==> src/logic/pid_supervisor_defs.svh <==
// Register offsets, field positions, reset values and timing counts for the
// regulator supervisor. Assumes a 200 MHz system clock and byte addressing.
//
// Overview of operation
// - Mode 0 fixed, 1 terminal, 2 deviation, 3 frequency
// - Terminal inactive picks set one, active set two
// - Deviation below low threshold uses set one
// - Deviation above high threshold uses set two
// - Between thresholds gains interpolate linearly
// - On start, output forced to preset value
// - After hold time, release to closed loop
// - Separation on and pause input stop integrator
// - Separation off: pause input does not stop integrator
// - Limit freeze stops integrator at output limit
// - Feedback low too long raises loss fault
// - Zero loss threshold disables loss detection
// - Stopped-state setting halts or keeps regulator
// - Derivative term clamped to derivative limit
`ifndef PID_SUPERVISOR_DEFS_SVH
`define PID_SUPERVISOR_DEFS_SVH

`define OFS_CTRL 8'h00
`define OFS_LOW_THR 8'h04
`define OFS_HIGH_THR 8'h08
`define OFS_PRESET 8'h0C
`define OFS_HOLD_TIME 8'h10
`define OFS_LOSS_THR 8'h14
`define OFS_LOSS_TIME 8'h18
`define OFS_KP1 8'h1C
`define OFS_TI1 8'h20
`define OFS_TD1 8'h24
`define OFS_KP2 8'h28
`define OFS_TI2 8'h2C
`define OFS_TD2 8'h30
`define OFS_DCLAMP 8'h34
`define OFS_STATUS 8'h38
`define OFS_MASK 8'h3C
`define OFS_KP_ACT 8'h40
`define OFS_TI_ACT 8'h44
`define OFS_TD_ACT 8'h48
`define OFS_STATE 8'h4C

`define CTRL_MODE_LSB 0
`define CTRL_SEPARATION 2
`define CTRL_LIMIT_FREEZE 3
`define CTRL_STOPPED_RUN 4

`define ST_LOSS_FAULT 0
`define ST_HOLD_DONE 1

`define RST_CTRL 5'h00
`define RST_LOW_THR 16'h00C8
`define RST_HIGH_THR 16'h0320
`define RST_PRESET 16'h0000
`define RST_HOLD_TIME 16'h0000
`define RST_LOSS_THR 16'h0000
`define RST_LOSS_TIME 16'h0000
`define RST_KP 16'h00C8
`define RST_TI 16'h00C8
`define RST_TD 16'h0000
`define RST_DCLAMP 16'h000A

`define CLK_PERIOD_NS 5
`define TICK_PERIOD_NS 1000000
`define TICK_CYCLES (`TICK_PERIOD_NS / `CLK_PERIOD_NS)
`define HOLD_UNIT_NS 10000000
`define HOLD_TICKS_PER_UNIT (`HOLD_UNIT_NS / `TICK_PERIOD_NS)
`define LOSS_UNIT_NS 100000000
`define LOSS_TICKS_PER_UNIT (`LOSS_UNIT_NS / `TICK_PERIOD_NS)
`define FRAC_BITS 10

`endif

==> src/logic/pid_supervisor_pkg.sv <==
// Types shared by the regulator supervisor and its interpolation divider.
// Assumes the constants header is included by the modules themselves.
package pid_supervisor_pkg;

    typedef enum logic [1:0] {
        MODE_FIXED,
        MODE_TERMINAL,
        MODE_DEVIATION,
        MODE_FREQUENCY
    } gain_mode_type;

    typedef enum logic {
        DIV_IDLE,
        DIV_BUSY
    } div_state_type;

    typedef struct packed {
        div_state_type state;
        logic [3:0] step;
        logic [16:0] rem;
        logic [15:0] den;
        logic [9:0] quot;
        logic done;
    } div_regs_type;

endpackage : pid_supervisor_pkg

==> src/logic/pid_supervisor.sv <==
// Supervisor around a process regulator: gain set choice, startup hold,
// integrator control, feedback loss watch and derivative clamp.
// Assumes process values in 0.1 % steps, same-clock drive status inputs
// and terminal inputs straight from pins.
//
// Chosen here: the placing of the registers and the Avalon-MM register port.
`timescale 1ns/1ps
`include "pid_supervisor_defs.svh"

module pid_supervisor
#(
    parameter int TICK_CYCLES = `TICK_CYCLES
)
(
    // Clock and reset
    input wire logic mclk,
    input wire logic rst_n,
    // Avalon-MM slave
    input wire logic [7:0] address,
    input wire logic read,
    input wire logic write,
    input wire logic [3:0] byteenable,
    input wire logic [31:0] writedata,
    output logic [31:0] readdata,
    output logic waitrequest,
    // Terminal inputs from pins
    input wire logic gain_switch_terminal,
    input wire logic integral_pause_terminal,
    // Process and drive status
    input wire logic [15:0] reference,
    input wire logic [15:0] feedback,
    input wire logic [15:0] run_frequency,
    input wire logic drive_running,
    input wire logic output_at_limit,
    input wire logic signed [15:0] derivative_raw,
    // Regulator controls
    output logic [15:0] kp_active,
    output logic [15:0] ti_active,
    output logic [15:0] td_active,
    output logic force_output,
    output logic [15:0] startup_output_preset,
    output logic integrator_enable,
    output logic regulator_enable,
    output logic signed [15:0] derivative_clamped,
    output logic feedback_loss_fault,
    output logic irq
);
    import pid_supervisor_pkg::*;

    typedef struct packed {
        logic wait_st;
        logic [31:0] rdata;
        logic [4:0] ctrl;
        logic [15:0] low_thr;
        logic [15:0] high_thr;
        logic [15:0] preset;
        logic [15:0] hold_time;
        logic [15:0] loss_thr;
        logic [15:0] loss_time;
        logic [15:0] kp1;
        logic [15:0] ti1;
        logic [15:0] td1;
        logic [15:0] kp2;
        logic [15:0] ti2;
        logic [15:0] td2;
        logic [15:0] dclamp;
        logic [1:0] status;
        logic [1:0] mask;
        logic irq;
        logic [31:0] tick_cnt;
        logic tick;
        logic [1:0] di_meta;
        logic [1:0] di_sync;
        logic run_prev;
        logic hold_active;
        logic [23:0] hold_cnt;
        logic [23:0] loss_cnt;
        logic [15:0] kp;
        logic [15:0] ti;
        logic [15:0] td;
        logic [15:0] span_pos;
        logic div_start;
        logic integ_en;
        logic reg_en;
        logic signed [15:0] d_out;
    } sup_regs_type;

    sup_regs_type r_reg;
    sup_regs_type r_next;

    logic [9:0] frac;
    logic frac_done;
    logic bus_wr;
    logic bus_rd;
    logic [1:0] ev_set;
    logic [15:0] dev;
    logic [15:0] a_val;
    logic [15:0] b_val;
    logic gain_two;
    gain_mode_type mode;

    frac_divider u_div
    (
        .mclk(mclk),
        .rst_n(rst_n),
        .start(r_reg.div_start),
        .num(r_reg.span_pos),
        .den(16'(r_reg.high_thr - r_reg.low_thr)),
        .quot(frac),
        .done(frac_done)
    );

    // Byte lane merge of a 16-bit register
    function automatic logic [15:0] merge16(input logic [15:0] old_v,
                                            input logic [31:0] wd,
                                            input logic [3:0] be);
        logic [15:0] v;
        v = old_v;
        if (be[0])
        begin
            v[7:0] = wd[7:0];
        end
        if (be[1])
        begin
            v[15:8] = wd[15:8];
        end
        return v;
    endfunction : merge16

    // Gain between the two sets at the given fraction
    function automatic logic [15:0] blend(input logic [15:0] g1,
                                          input logic [15:0] g2,
                                          input logic [9:0] f);
        logic signed [17:0] diff;
        logic signed [28:0] prod;
        logic signed [18:0] sum;
        diff = signed'({2'b00, g2}) - signed'({2'b00, g1});
        prod = 29'(diff) * 29'(signed'({1'b0, f}));
        sum = signed'({3'b000, g1}) + 19'(prod >>> `FRAC_BITS);
        return sum[15:0];
    endfunction : blend

    function automatic logic [31:0] read_mux(input sup_regs_type s,
                                             input logic [7:0] a);
        logic [31:0] v;
        v = 32'h0000_0000;
        case (a)
            `OFS_CTRL: v = {27'h0000000, s.ctrl};
            `OFS_LOW_THR: v = {16'h0000, s.low_thr};
            `OFS_HIGH_THR: v = {16'h0000, s.high_thr};
            `OFS_PRESET: v = {16'h0000, s.preset};
            `OFS_HOLD_TIME: v = {16'h0000, s.hold_time};
            `OFS_LOSS_THR: v = {16'h0000, s.loss_thr};
            `OFS_LOSS_TIME: v = {16'h0000, s.loss_time};
            `OFS_KP1: v = {16'h0000, s.kp1};
            `OFS_TI1: v = {16'h0000, s.ti1};
            `OFS_TD1: v = {16'h0000, s.td1};
            `OFS_KP2: v = {16'h0000, s.kp2};
            `OFS_TI2: v = {16'h0000, s.ti2};
            `OFS_TD2: v = {16'h0000, s.td2};
            `OFS_DCLAMP: v = {16'h0000, s.dclamp};
            `OFS_STATUS: v = {30'h00000000, s.status};
            `OFS_MASK: v = {30'h00000000, s.mask};
            `OFS_KP_ACT: v = {16'h0000, s.kp};
            `OFS_TI_ACT: v = {16'h0000, s.ti};
            `OFS_TD_ACT: v = {16'h0000, s.td};
            `OFS_STATE: v = {28'h0000000, s.reg_en, s.integ_en, s.hold_active, s.di_sync[0]};
            default: v = 32'h0000_0000;
        endcase
        return v;
    endfunction : read_mux

    always_comb
    begin
        r_next = r_reg;
        ev_set = 2'b00;
        mode = gain_mode_type'(r_reg.ctrl[`CTRL_MODE_LSB +: 2]);
        bus_wr = write && !r_reg.wait_st;
        bus_rd = read && r_reg.wait_st;
        // One wait state per access; released at the edge the master sees it low
        r_next.wait_st = !((read || write) && r_reg.wait_st);
        if (bus_rd)
        begin
            r_next.rdata = read_mux(r_reg, address);
        end

        // Pin inputs: bit 0 gain switch, bit 1 integral pause
        r_next.di_meta = {integral_pause_terminal, gain_switch_terminal};
        r_next.di_sync = r_reg.di_meta;

        // Update tick
        r_next.tick = 1'b0;
        if (r_reg.tick_cnt >= 32'(TICK_CYCLES - 1))
        begin
            r_next.tick_cnt = 32'h0000_0000;
            r_next.tick = 1'b1;
        end
        else
        begin
            r_next.tick_cnt = r_reg.tick_cnt + 32'h0000_0001;
        end

        // Deviation or frequency as the switching measure
        if (mode == MODE_FREQUENCY)
        begin
            dev = run_frequency;
        end
        else
        begin
            dev = (reference >= feedback) ? 16'(reference - feedback)
                                          : 16'(feedback - reference);
        end

        // Gain set choice
        r_next.div_start = 1'b0;
        gain_two = 1'b0;
        if (r_reg.tick)
        begin
            case (mode)
                MODE_FIXED: gain_two = 1'b0;
                MODE_TERMINAL: gain_two = r_reg.di_sync[0];
                default:
                begin
                    gain_two = dev >= r_reg.high_thr;
                    // Set two from the high threshold on; no span to divide there
                    if (dev >= r_reg.low_thr && !gain_two && r_reg.high_thr > r_reg.low_thr)
                    begin
                        r_next.span_pos = 16'(dev - r_reg.low_thr);
                        r_next.div_start = 1'b1;
                    end
                end
            endcase
            if (!r_next.div_start)
            begin
                r_next.kp = gain_two ? r_reg.kp2 : r_reg.kp1;
                r_next.ti = gain_two ? r_reg.ti2 : r_reg.ti1;
                r_next.td = gain_two ? r_reg.td2 : r_reg.td1;
            end
        end
        if (frac_done)
        begin
            r_next.kp = blend(r_reg.kp1, r_reg.kp2, frac);
            r_next.ti = blend(r_reg.ti1, r_reg.ti2, frac);
            r_next.td = blend(r_reg.td1, r_reg.td2, frac);
        end

        // Startup hold
        r_next.run_prev = drive_running;
        if (drive_running && !r_reg.run_prev)
        begin
            r_next.hold_active = 1'b1;
            r_next.hold_cnt = 24'h000000;
        end
        else if (!drive_running)
        begin
            r_next.hold_active = 1'b0;
        end
        else if (r_reg.tick && r_reg.hold_active)
        begin
            if (r_reg.hold_cnt >= 24'(r_reg.hold_time * `HOLD_TICKS_PER_UNIT))
            begin
                r_next.hold_active = 1'b0;
                ev_set[`ST_HOLD_DONE] = 1'b1;
            end
            else
            begin
                r_next.hold_cnt = r_reg.hold_cnt + 24'h000001;
            end
        end

        // Regulator and integrator enables
        r_next.reg_en = drive_running || r_reg.ctrl[`CTRL_STOPPED_RUN];
        r_next.integ_en = r_next.reg_en && !r_next.hold_active
            && !(r_reg.ctrl[`CTRL_SEPARATION] && r_reg.di_sync[1])
            && !(r_reg.ctrl[`CTRL_LIMIT_FREEZE] && output_at_limit);

        // Feedback loss watch; only counted while the regulator computes
        if (r_reg.loss_thr == 16'h0000 || !r_reg.reg_en)
        begin
            r_next.loss_cnt = 24'h000000;
        end
        else if (r_reg.tick)
        begin
            if (feedback < r_reg.loss_thr)
            begin
                if (r_reg.loss_cnt >= 24'(r_reg.loss_time * `LOSS_TICKS_PER_UNIT))
                begin
                    ev_set[`ST_LOSS_FAULT] = 1'b1;
                end
                else
                begin
                    r_next.loss_cnt = r_reg.loss_cnt + 24'h000001;
                end
            end
            else
            begin
                r_next.loss_cnt = 24'h000000;
            end
        end

        // Derivative clamp, symmetric about zero
        a_val = r_reg.dclamp;
        b_val = 16'(-signed'(r_reg.dclamp));
        if (derivative_raw > signed'(a_val))
        begin
            r_next.d_out = signed'(a_val);
        end
        else if (derivative_raw < signed'(b_val))
        begin
            r_next.d_out = signed'(b_val);
        end
        else
        begin
            r_next.d_out = derivative_raw;
        end

        // Register writes
        if (bus_wr)
        begin
            case (address)
                `OFS_CTRL:
                begin
                    if (byteenable[0])
                    begin
                        r_next.ctrl = writedata[4:0];
                    end
                end
                `OFS_LOW_THR: r_next.low_thr = merge16(r_reg.low_thr, writedata, byteenable);
                `OFS_HIGH_THR: r_next.high_thr = merge16(r_reg.high_thr, writedata, byteenable);
                `OFS_PRESET: r_next.preset = merge16(r_reg.preset, writedata, byteenable);
                `OFS_HOLD_TIME: r_next.hold_time = merge16(r_reg.hold_time, writedata, byteenable);
                `OFS_LOSS_THR: r_next.loss_thr = merge16(r_reg.loss_thr, writedata, byteenable);
                `OFS_LOSS_TIME: r_next.loss_time = merge16(r_reg.loss_time, writedata, byteenable);
                `OFS_KP1: r_next.kp1 = merge16(r_reg.kp1, writedata, byteenable);
                `OFS_TI1: r_next.ti1 = merge16(r_reg.ti1, writedata, byteenable);
                `OFS_TD1: r_next.td1 = merge16(r_reg.td1, writedata, byteenable);
                `OFS_KP2: r_next.kp2 = merge16(r_reg.kp2, writedata, byteenable);
                `OFS_TI2: r_next.ti2 = merge16(r_reg.ti2, writedata, byteenable);
                `OFS_TD2: r_next.td2 = merge16(r_reg.td2, writedata, byteenable);
                `OFS_DCLAMP: r_next.dclamp = merge16(r_reg.dclamp, writedata, byteenable);
                `OFS_MASK:
                begin
                    if (byteenable[0])
                    begin
                        r_next.mask = writedata[1:0];
                    end
                end
                default: r_next.mask = r_reg.mask;
            endcase
        end

        // Sticky status: a new event wins over a clear in the same cycle
        r_next.status = r_reg.status;
        if (bus_wr && address == `OFS_STATUS && byteenable[0])
        begin
            r_next.status = r_reg.status & ~writedata[1:0];
        end
        r_next.status = r_next.status | ev_set;
        r_next.irq = |(r_next.status & r_next.mask);
    end

    always_ff @(posedge mclk or negedge rst_n)
    begin
        if (!rst_n)
        begin
            r_reg <= '0;
            r_reg.wait_st <= 1'b1;
            r_reg.ctrl <= `RST_CTRL;
            r_reg.low_thr <= `RST_LOW_THR;
            r_reg.high_thr <= `RST_HIGH_THR;
            r_reg.preset <= `RST_PRESET;
            r_reg.hold_time <= `RST_HOLD_TIME;
            r_reg.loss_thr <= `RST_LOSS_THR;
            r_reg.loss_time <= `RST_LOSS_TIME;
            r_reg.kp1 <= `RST_KP;
            r_reg.ti1 <= `RST_TI;
            r_reg.td1 <= `RST_TD;
            r_reg.kp2 <= `RST_KP;
            r_reg.ti2 <= `RST_TI;
            r_reg.td2 <= `RST_TD;
            r_reg.kp <= `RST_KP;
            r_reg.ti <= `RST_TI;
            r_reg.td <= `RST_TD;
            r_reg.dclamp <= `RST_DCLAMP;
        end
        else
        begin
            r_reg <= r_next;
        end
    end

    assign readdata = r_reg.rdata;
    assign waitrequest = r_reg.wait_st;
    assign kp_active = r_reg.kp;
    assign ti_active = r_reg.ti;
    assign td_active = r_reg.td;
    assign force_output = r_reg.hold_active;
    assign startup_output_preset = r_reg.preset;
    assign integrator_enable = r_reg.integ_en;
    assign regulator_enable = r_reg.reg_en;
    assign derivative_clamped = r_reg.d_out;
    assign feedback_loss_fault = r_reg.status[`ST_LOSS_FAULT];
    assign irq = r_reg.irq;

endmodule : pid_supervisor

==> src/logic/frac_divider.sv <==
// Serial divider giving num * 2^FRAC_BITS / den, for num below den.
// Assumes start only while idle; done pulses one cycle with the result.
`timescale 1ns/1ps
`include "pid_supervisor_defs.svh"

module frac_divider
(
    // Clock and reset
    input wire logic mclk,
    input wire logic rst_n,
    // Request
    input wire logic start,
    input wire logic [15:0] num,
    input wire logic [15:0] den,
    // Result
    output logic [9:0] quot,
    output logic done
);
    import pid_supervisor_pkg::*;

    div_regs_type r_reg;
    div_regs_type r_next;
    logic [16:0] shifted;

    always_comb
    begin
        r_next = r_reg;
        r_next.done = 1'b0;
        shifted = {r_reg.rem[15:0], 1'b0};
        case (r_reg.state)
            DIV_IDLE:
            begin
                if (start)
                begin
                    r_next.state = DIV_BUSY;
                    r_next.rem = {1'b0, num};
                    r_next.den = den;
                    r_next.step = 4'h0;
                    r_next.quot = 10'h000;
                end
            end
            DIV_BUSY:
            begin
                // One quotient bit per cycle keeps the logic to one subtractor
                if (shifted >= {1'b0, r_reg.den})
                begin
                    r_next.rem = shifted - {1'b0, r_reg.den};
                    r_next.quot = {r_reg.quot[8:0], 1'b1};
                end
                else
                begin
                    r_next.rem = shifted;
                    r_next.quot = {r_reg.quot[8:0], 1'b0};
                end
                r_next.step = r_reg.step + 4'h1;
                if (r_reg.step == 4'(`FRAC_BITS - 1))
                begin
                    r_next.state = DIV_IDLE;
                    r_next.done = 1'b1;
                end
            end
            default:
            begin
                r_next.state = DIV_IDLE;
            end
        endcase
    end

    always_ff @(posedge mclk or negedge rst_n)
    begin
        if (!rst_n)
        begin
            r_reg <= '{DIV_IDLE, 4'h0, 17'h00000, 16'h0000, 10'h000, 1'b0};
        end
        else
        begin
            r_reg <= r_next;
        end
    end

    assign quot = r_reg.quot;
    assign done = r_reg.done;

endmodule : frac_divider

==> config.mk <==
export PLATFORM = sky130hd
export DESIGN_NAME = pid_supervisor
export DESIGN_NICKNAME = d
export VERILOG_FILES = /design/src/logic/pid_supervisor_pkg.sv /design/src/logic/pid_supervisor.sv /design/src/logic/frac_divider.sv
export VERILOG_INCLUDE_DIRS = /design/src /design/src/logic
export SDC_FILE = /design/constraint.sdc
export NUM_CORES = 2
export LEC_CHECK = 0
export BUFFER_PORTS_ARGS = -buffer_cell sky130_fd_sc_hd__buf_2
export CAP_MARGIN = 20
export CORE_UTILIZATION = 25
export DETAILED_ROUTE_END_ITERATION = 7
export SLEW_MARGIN = 5
export SYNTH_ARGS = -nofsm -noshare
export SYNTH_HDL_FRONTEND = slang
export SYNTH_SLANG_ARGS = --single-unit
==> constraint.sdc <==
create_clock -name mclk -period 9.52 [get_ports mclk]
set_clock_uncertainty 0.2 [all_clocks]
set_input_delay 0 -clock mclk [delete_from_list [all_inputs] [get_ports mclk]]
set_output_delay 0 -clock mclk [all_outputs]
set_load 0.005 [all_outputs]
== Word-level counts from Yosys, hierarchy flattened ==
Cells that the tools add are included.

* Register bits: 469
* Input bits: 116
* Output and inout bits: 118
* Logic and storage cells: 233

* Add/subtract/negate cells: 16
* Multiply operators: 5
* Magnitude comparators: 11
* Equality and inequality tests: 28
* Mux-type cells: 48
* Bitwise gates (word level): 5
* Reductions and logical operators: 66

{| class="wikitable"
|+ Operators with widths
! kind !! number
|-
| 16-bit one-hot mux with 20 select lines || 1
|-
| 24-bit 2-to-1 mux || 6
|-
| 48-bit 2-to-1 mux || 3
|-
| 16-bit 2-to-1 mux || 7
|-
| 3-bit AND reduction || 29
|-
| 17-bit by 11-bit multiplier with 26-bit output || 3
|-
| 17-bit 2-to-1 mux || 4
|-
| 65-bit 2-to-1 mux || 1
|-
| 8-bit by 6-bit == test with 1-bit output, second input constant || 8
|-
| 16-bit subtractor || 4
|-
| 16-bit by 16-bit subtractor with 17-bit output || 3
|-
| 25-bit 2-to-1 mux || 2
|-
| 16-bit adder || 3
|-
| 24-bit by 1-bit adder with 24-bit output, second input constant || 2
|-
| 16-bit >= comparator || 3
|-
| 22-bit one-hot mux with 2 select lines || 1
|-
| 32-bit by 1-bit adder with 32-bit output, second input constant || 1
|-
| 8-bit by 5-bit == test with 1-bit output, second input constant || 4
|-
| 8-bit by 7-bit == test with 1-bit output, second input constant || 4
|-
| 32-bit by 18-bit >= comparator with 1-bit output, second input constant || 1
|-
| 16-bit > comparator || 2
|-
| 16-bit < comparator || 2
|-
| 32-bit 2-to-1 mux || 1
|-
| 24-bit by 20-bit >= comparator with 1-bit output || 1
|-
| 32 further kinds || 83
|}

== Depth between registers and ports, before layout ==
* Depth in word-level cells: 13
* Gate-level depth with buffers: 41
* Mapped depth without buffers: 41

== By module ==
From an unflattened synthesis, not the netlist that was laid out.

* Cells, all modules: 5898
* Area total of the unflattened synthesis: 52999.6 µm²

{| class="wikitable"
|+ By module, submodules not included
! module !! instances !! cells an instance !! area an instance (µm²) !! seq. area each (µm²)
|-
| pid_supervisor || 1 || 5571 || 49892.9 || 10168.5
|-
| frac_divider || 1 || 327 || 3106.7 || 1201.2
|}

== Worst setup path after synthesis ==
No wires, ideal clock.

* Path type: flip-flop to flip-flop
* Start: register r_reg[240] (netlist name)
* End: register r_reg, in the netlist td_active[15]
* Setup time: 79 ps
* Arrival: 8494 ps
* Required time: 9241 ps
* Slack: 746 ps
* Stages on the path, launching flop included: 37
* Buffers on the path: 0
* Clock period less this slack: 8774 ps
* Path through: dfrtp_1 > inv_1 > ha_1 > nor2b_1 > o21ai_0 > a21boi_0 > o21ai_0 > a21boi_0 > o2111ai_1 > nand3_1 > a31o_2 > a211oi_1 > nand2_1 > fa_1 > inv_1 > fa_1 > fa_1 > fa_1 > inv_1 > fa_1 > inv_1 > ha_1 > a21oi_1 > nor2b_1 > o21ai_0 > o21ai_0 > o21a_1 > nor2_1 > ha_1 > and3_1 > a211oi_1 > a21oi_1 > a31oi_1 > o21ai_0 > xnor2_1 > xnor3_1 > mux2i_1

* Longest elaborated chain between the ends: 4

{| class="wikitable"
|+ Ends and longest elaborated chain
! what !! RTL line !! text
|-
| start: declaration || pid_supervisor.sv:88 || <nowiki>sup_regs_type r_reg;</nowiki>
|-
| start signal: assignment || pid_supervisor.sv:388 || <nowiki>r_reg <= r_next;</nowiki>
|-
| 16-bit by 16-bit subtractor with 17-bit output || pid_supervisor.sv:137 || <nowiki>diff = signed'({2'b00, g2}) - signed'({2'b00, g1});</nowiki>
|-
| 17-bit by 11-bit multiplier with 26-bit output || pid_supervisor.sv:138 || <nowiki>prod = 29'(diff) * 29'(signed'({1'b0, f}));</nowiki>
|-
| 16-bit adder * || pid_supervisor.sv:139 || <nowiki>sum = signed'({3'b000, g1}) + 19'(prod >>> `FRAC_BITS);</nowiki>
|-
| 48-bit 2-to-1 mux * || pid_supervisor.sv:240 || <nowiki>if (frac_done)</nowiki>
|}

Mark *: on every way between the ends. The rest lies on a longest branch, timed or not.
A chain may end at the register's enable or synchronous reset.

== Worst setup path after layout ==
* Start: register r_reg[193] (netlist name)
* End: register r_reg, in the netlist td_active[15]

* Longest elaborated chain between the ends: 4

{| class="wikitable"
|+ Ends and longest elaborated chain
! what !! RTL line
|-
| 16-bit by 16-bit subtractor with 17-bit output || pid_supervisor.sv:137
|-
| 17-bit by 11-bit multiplier with 26-bit output || pid_supervisor.sv:138
|-
| 16-bit adder || pid_supervisor.sv:139
|-
| 48-bit 2-to-1 mux || pid_supervisor.sv:240
|}

Every way passes these cells.

==> metrics.md <==
| Metric | Value |
|---|---|
| Critical-path maximum fanout | `8` |
| CTS tree | `built` |
| IO buf count | `199` |
| Die ar. | `0.2133 mm^2` |
| Routed len/inst | `20.02 um` |
| Total Neg Setup Slack | `0 ns` |
| Syn-to-layout area delta | `13.32%` |
| Fin crit share | `0.9517` |
| CP Capture Type | `register` |
| CORE AREA | `around 0.21 mm^2` |
| Final setup vio count | `0` |
| TritonCTS Buffers | `52` |
| Grt ovf | `0` |
| Clk pwr share | `0.340` |
| Final WS setup | `0.4595 ns` |
| Hold Crit Class | `input port to register` |
| Sw frac | `0.3640` |
| Global route hottest layer | `met2` |
| Sw power | `0.002361 W` |
| GPL Wtd Cong | `roughly 0.96` |
| Vias in the first global route | `roughly 44000` |
| Final Hold Vio Count | `0` |
| Register area share after synthesis | `0.2151` |
| Rows | `168` |
| Vias | `43890` |
| Die Wd | `461.9 um` |
| DP Worst Slack | `0.1643 ns` |
| Sequential share of power | `0.322` |
| Max-cap viol count | `0` |
| Peak VDD IR | `0.0001496 V` |
| Largest net degree at the start of global routing | `roughly 170` |
| Initial DRT Pass Iterations | `6` |
| R2R Path Start | `r_reg[193]$_DFFE_PN0P_` |
| Post-route ant nets | `0` |
| PD cells | `between 100 and 150 mW/mm^2` |
| Combinational share of power | `0.338` |
| Peak Freq | `110.4 MHz` |
| H-tree Lvls | `2` |
| Met1 usage | `0.2137` |
| Crit Path Class | `register to register` |
| Syn Inst Count | `5841` |
| Initial Util | `0.2520` |
| Async SR Flop Fraction | `1.000` |
| Die height | `461.9 um` |
| Ys Warns | `0` |
| Routed vias/inst | `4.939` |
| Ranking of synthesized cells by area | `dfrtp_1 (20%), fa_1 (17%), ha_1 (13%)` |
| Synth cell types | `82` |
| Slew Limit Fails | `0` |
| Commonest non-fill, non-tap cell in the layout | `inv_1` |
| Max_slew headroom | `0.2356` |
| Routed Wire Length | `177.9 mm` |
| Post-synth EDFFs | `0` |
| CTS sink count | `453` |
| Worst slew pin tran | `1.147 ns` |
| Internal | `0.004127 W` |
| CP arrival | `9.44 ns` |
| GRT Total Usage | `0.1652` |
| DRC | `0` |
| Status | `complete, no violations` |
| Synth Cell Area | `0.05287 mm^2` |
| Initial antenna violation count | `18` |
| Synth area leader | `dfrtp_1` |
| Leak pwr | `29.05 nW` |
| Critical Path RT | `9.90 ns` |
| Top cell type's share of synthesized area | `0.2016` |
| Critical Path Max Stage Delay | `0.61 ns` |
| Worst r2r dst | `td_active[15]$_DFFE_PN0P_` |
| Post-DP HPWL | `141.5 mm` |
| Slowest stage cell, crit path | `fa_1` |
| Clk buf depth | `3` |
| Worst skew pair latency | `0.66 ns` |
| Num ports | `234` |
| Worst Setup SP | `r_reg[193]$_DFFE_PN0P_` |
| Met3 usage | `0.02272` |
| Crit path launch type | `register` |
| Initial drt markers | `3740` |
| Syn_area_per_cell | `9.051 um^2` |
| Flop2flop setup slack | `0.46 ns` |
| First-pass GRT wire length | `270.7 mm` |
| R2r worst-path depth | `30` |
| Ys flop type | `dfrtp_1` |
| Root buf cell | `clkbuf_16` |
| Tmin final | `9.060 ns` |
| Ratio of cells with drive above 1 in the final layout | `0.1397` |
| Max reg flops | `283` |
| CP endpoint | `td_active[15]$_DFFE_PN0P_` |
| Crit path top cell by count | `fa_1` |
| Post-layout net count | `7134` |
| Synthesized flop and latch total | `453` |
| # fillers | `between 20000 and 25000` |
| Commonest cells after routing, fill and taps aside | `inv_1 (884), ha_1 (529), nand2_1 (526)` |
| M2 GR Usage | `0.2616` |
| Clock edge transition at the registers on the reported setup and hold paths | `approximately 0.070 ns` |
==> kinds of logic after synthesis <==
| group | count (synthesis) | synth area share |
|---|---|---|
| AO/OA/AOI/OAI | 977 | 0.1249 |
| flip-flops | 453 | 0.2151 |
| XOR/XNOR | 241 | 0.04044 |
| buffers and inverters | 1205 | 0.09374 |
| AND/OR/NAND/NOR | 1612 | 0.1524 |
| other | 1 | 0.00007093 |
| multiplexers | 367 | 0.07573 |
| adder cells (fa/ha/maj) | 985 | 0.2977 |
==> cell type report <==
cell class                 instances  area (um^2)  area share
clock inverter                    30        406.6    0.006787
tap                             2805         3510     0.05858
multi-input combinational       4212        36900      0.6159
clock buffer                      68         1441     0.02406
sequential                       453        11390      0.1900
antenna                            4        10.01   0.0001671
inverter                         886         3326     0.05551
timing repair buffer             428         2935     0.04899
==> worst min-delay path by stage <==
stage | startpoint | to | slack, ns | depth (start not counted)
after floorplan | rst_n | a_val[0]$_DFFE_PN0P_ | -0.50 | 0
after global placement | rst_n | r_reg[162]$_DFF_PN0_ | -0.21 | 1
after detailed placement | rst_n | r_reg[164]$_DFF_PN0_ | -0.21 | 1
after CTS | run_frequency[12] | r_reg[31]$_DFFE_PN0P_ | 0.03 | 6
after global routing | run_frequency[8] | r_reg[27]$_DFFE_PN0P_ | 0.06 | 6
final | run_frequency[13] | r_reg[32]$_DFFE_PN0P_ | 0.06 | 6
==> through the flow <==
step	hold WS [ns]	instances	instance area [um^2]	total power [W]	util
3_5_place_dp	-0.2074	8707	57100	0.004221	0.2722
2_1_floorplan	-0.4956	5870	52980	0.003520	-
6_report	0.05864	8886	59910	0.006488	0.2856
4_1_cts	0.02558	8865	59570	0.006468	0.2839
3_3_place_gp	-0.2135	8707	57100	0.004187	0.2722
5_1_grt	0.05953	8886	59910	0.006841	0.2856
==> power by group through the flow <==
stage          Clock (W)  Combinational (W)  Sequential (W)
2_1_floorplan          0            0.00146         0.00206
3_3_place_gp           0            0.00207         0.00212
5_1_grt          0.00232            0.00243         0.00209
4_1_cts          0.00224            0.00214         0.00209
3_5_place_dp           0            0.00210         0.00212
6_report         0.00220            0.00219         0.00209
==> Yosys cell counts (64+ instances only) <==
| cell | number |
|---|---|
| a21oi_1 | 198 |
| nand2_1 | 526 |
| xor2_1 | 64 |
| mux2i_1 | 103 |
| nor2b_1 | 101 |
| inv_1 | 884 |
| a22oi_1 | 98 |
| o21ai_0 | 185 |
| fa_1 | 455 |
| ha_1 | 530 |
| mux2_2 | 264 |
| dfrtp_1 | 426 |
| buf_4 | 112 |
| a21o_1 | 82 |
| xnor2_1 | 175 |
| clkbuf_1 | 192 |
| nand2b_1 | 72 |
| nor2_1 | 239 |
| nand3_1 | 152 |
| and2_1 | 196 |
| nor3_1 | 79 |
==> critical path, delay by kind of cell (launching register included) <==
family | cells | cell delay [ns]
AO/OA/AOI/OAI | 10 | 2.50
buffers and inverters | 4 | 0.32
multiplexers | 1 | 0.13
adder cells (fa/ha/maj) | 8 | 3.68
flip-flops | 1 | 0.39
XOR/XNOR | 3 | 0.76
AND/OR/NAND/NOR | 4 | 1.00
==> repair_timing <==
action,CTS,global route
setup buffers,0,14
resized for setup,0,55
hold buffers,60,0
setup endpoints to repair,0,13
endpoints found under the hold margin,441,0
==> routing by layer <==
layer / wire length (um) / share of wire
met1: 73640 / 0.41
met4: 12490 / 0.070
met2: 79850 / 0.45
met5: 26 / 0.00015
met3: 11850 / 0.067
Power figures use the tool's default switching activity.
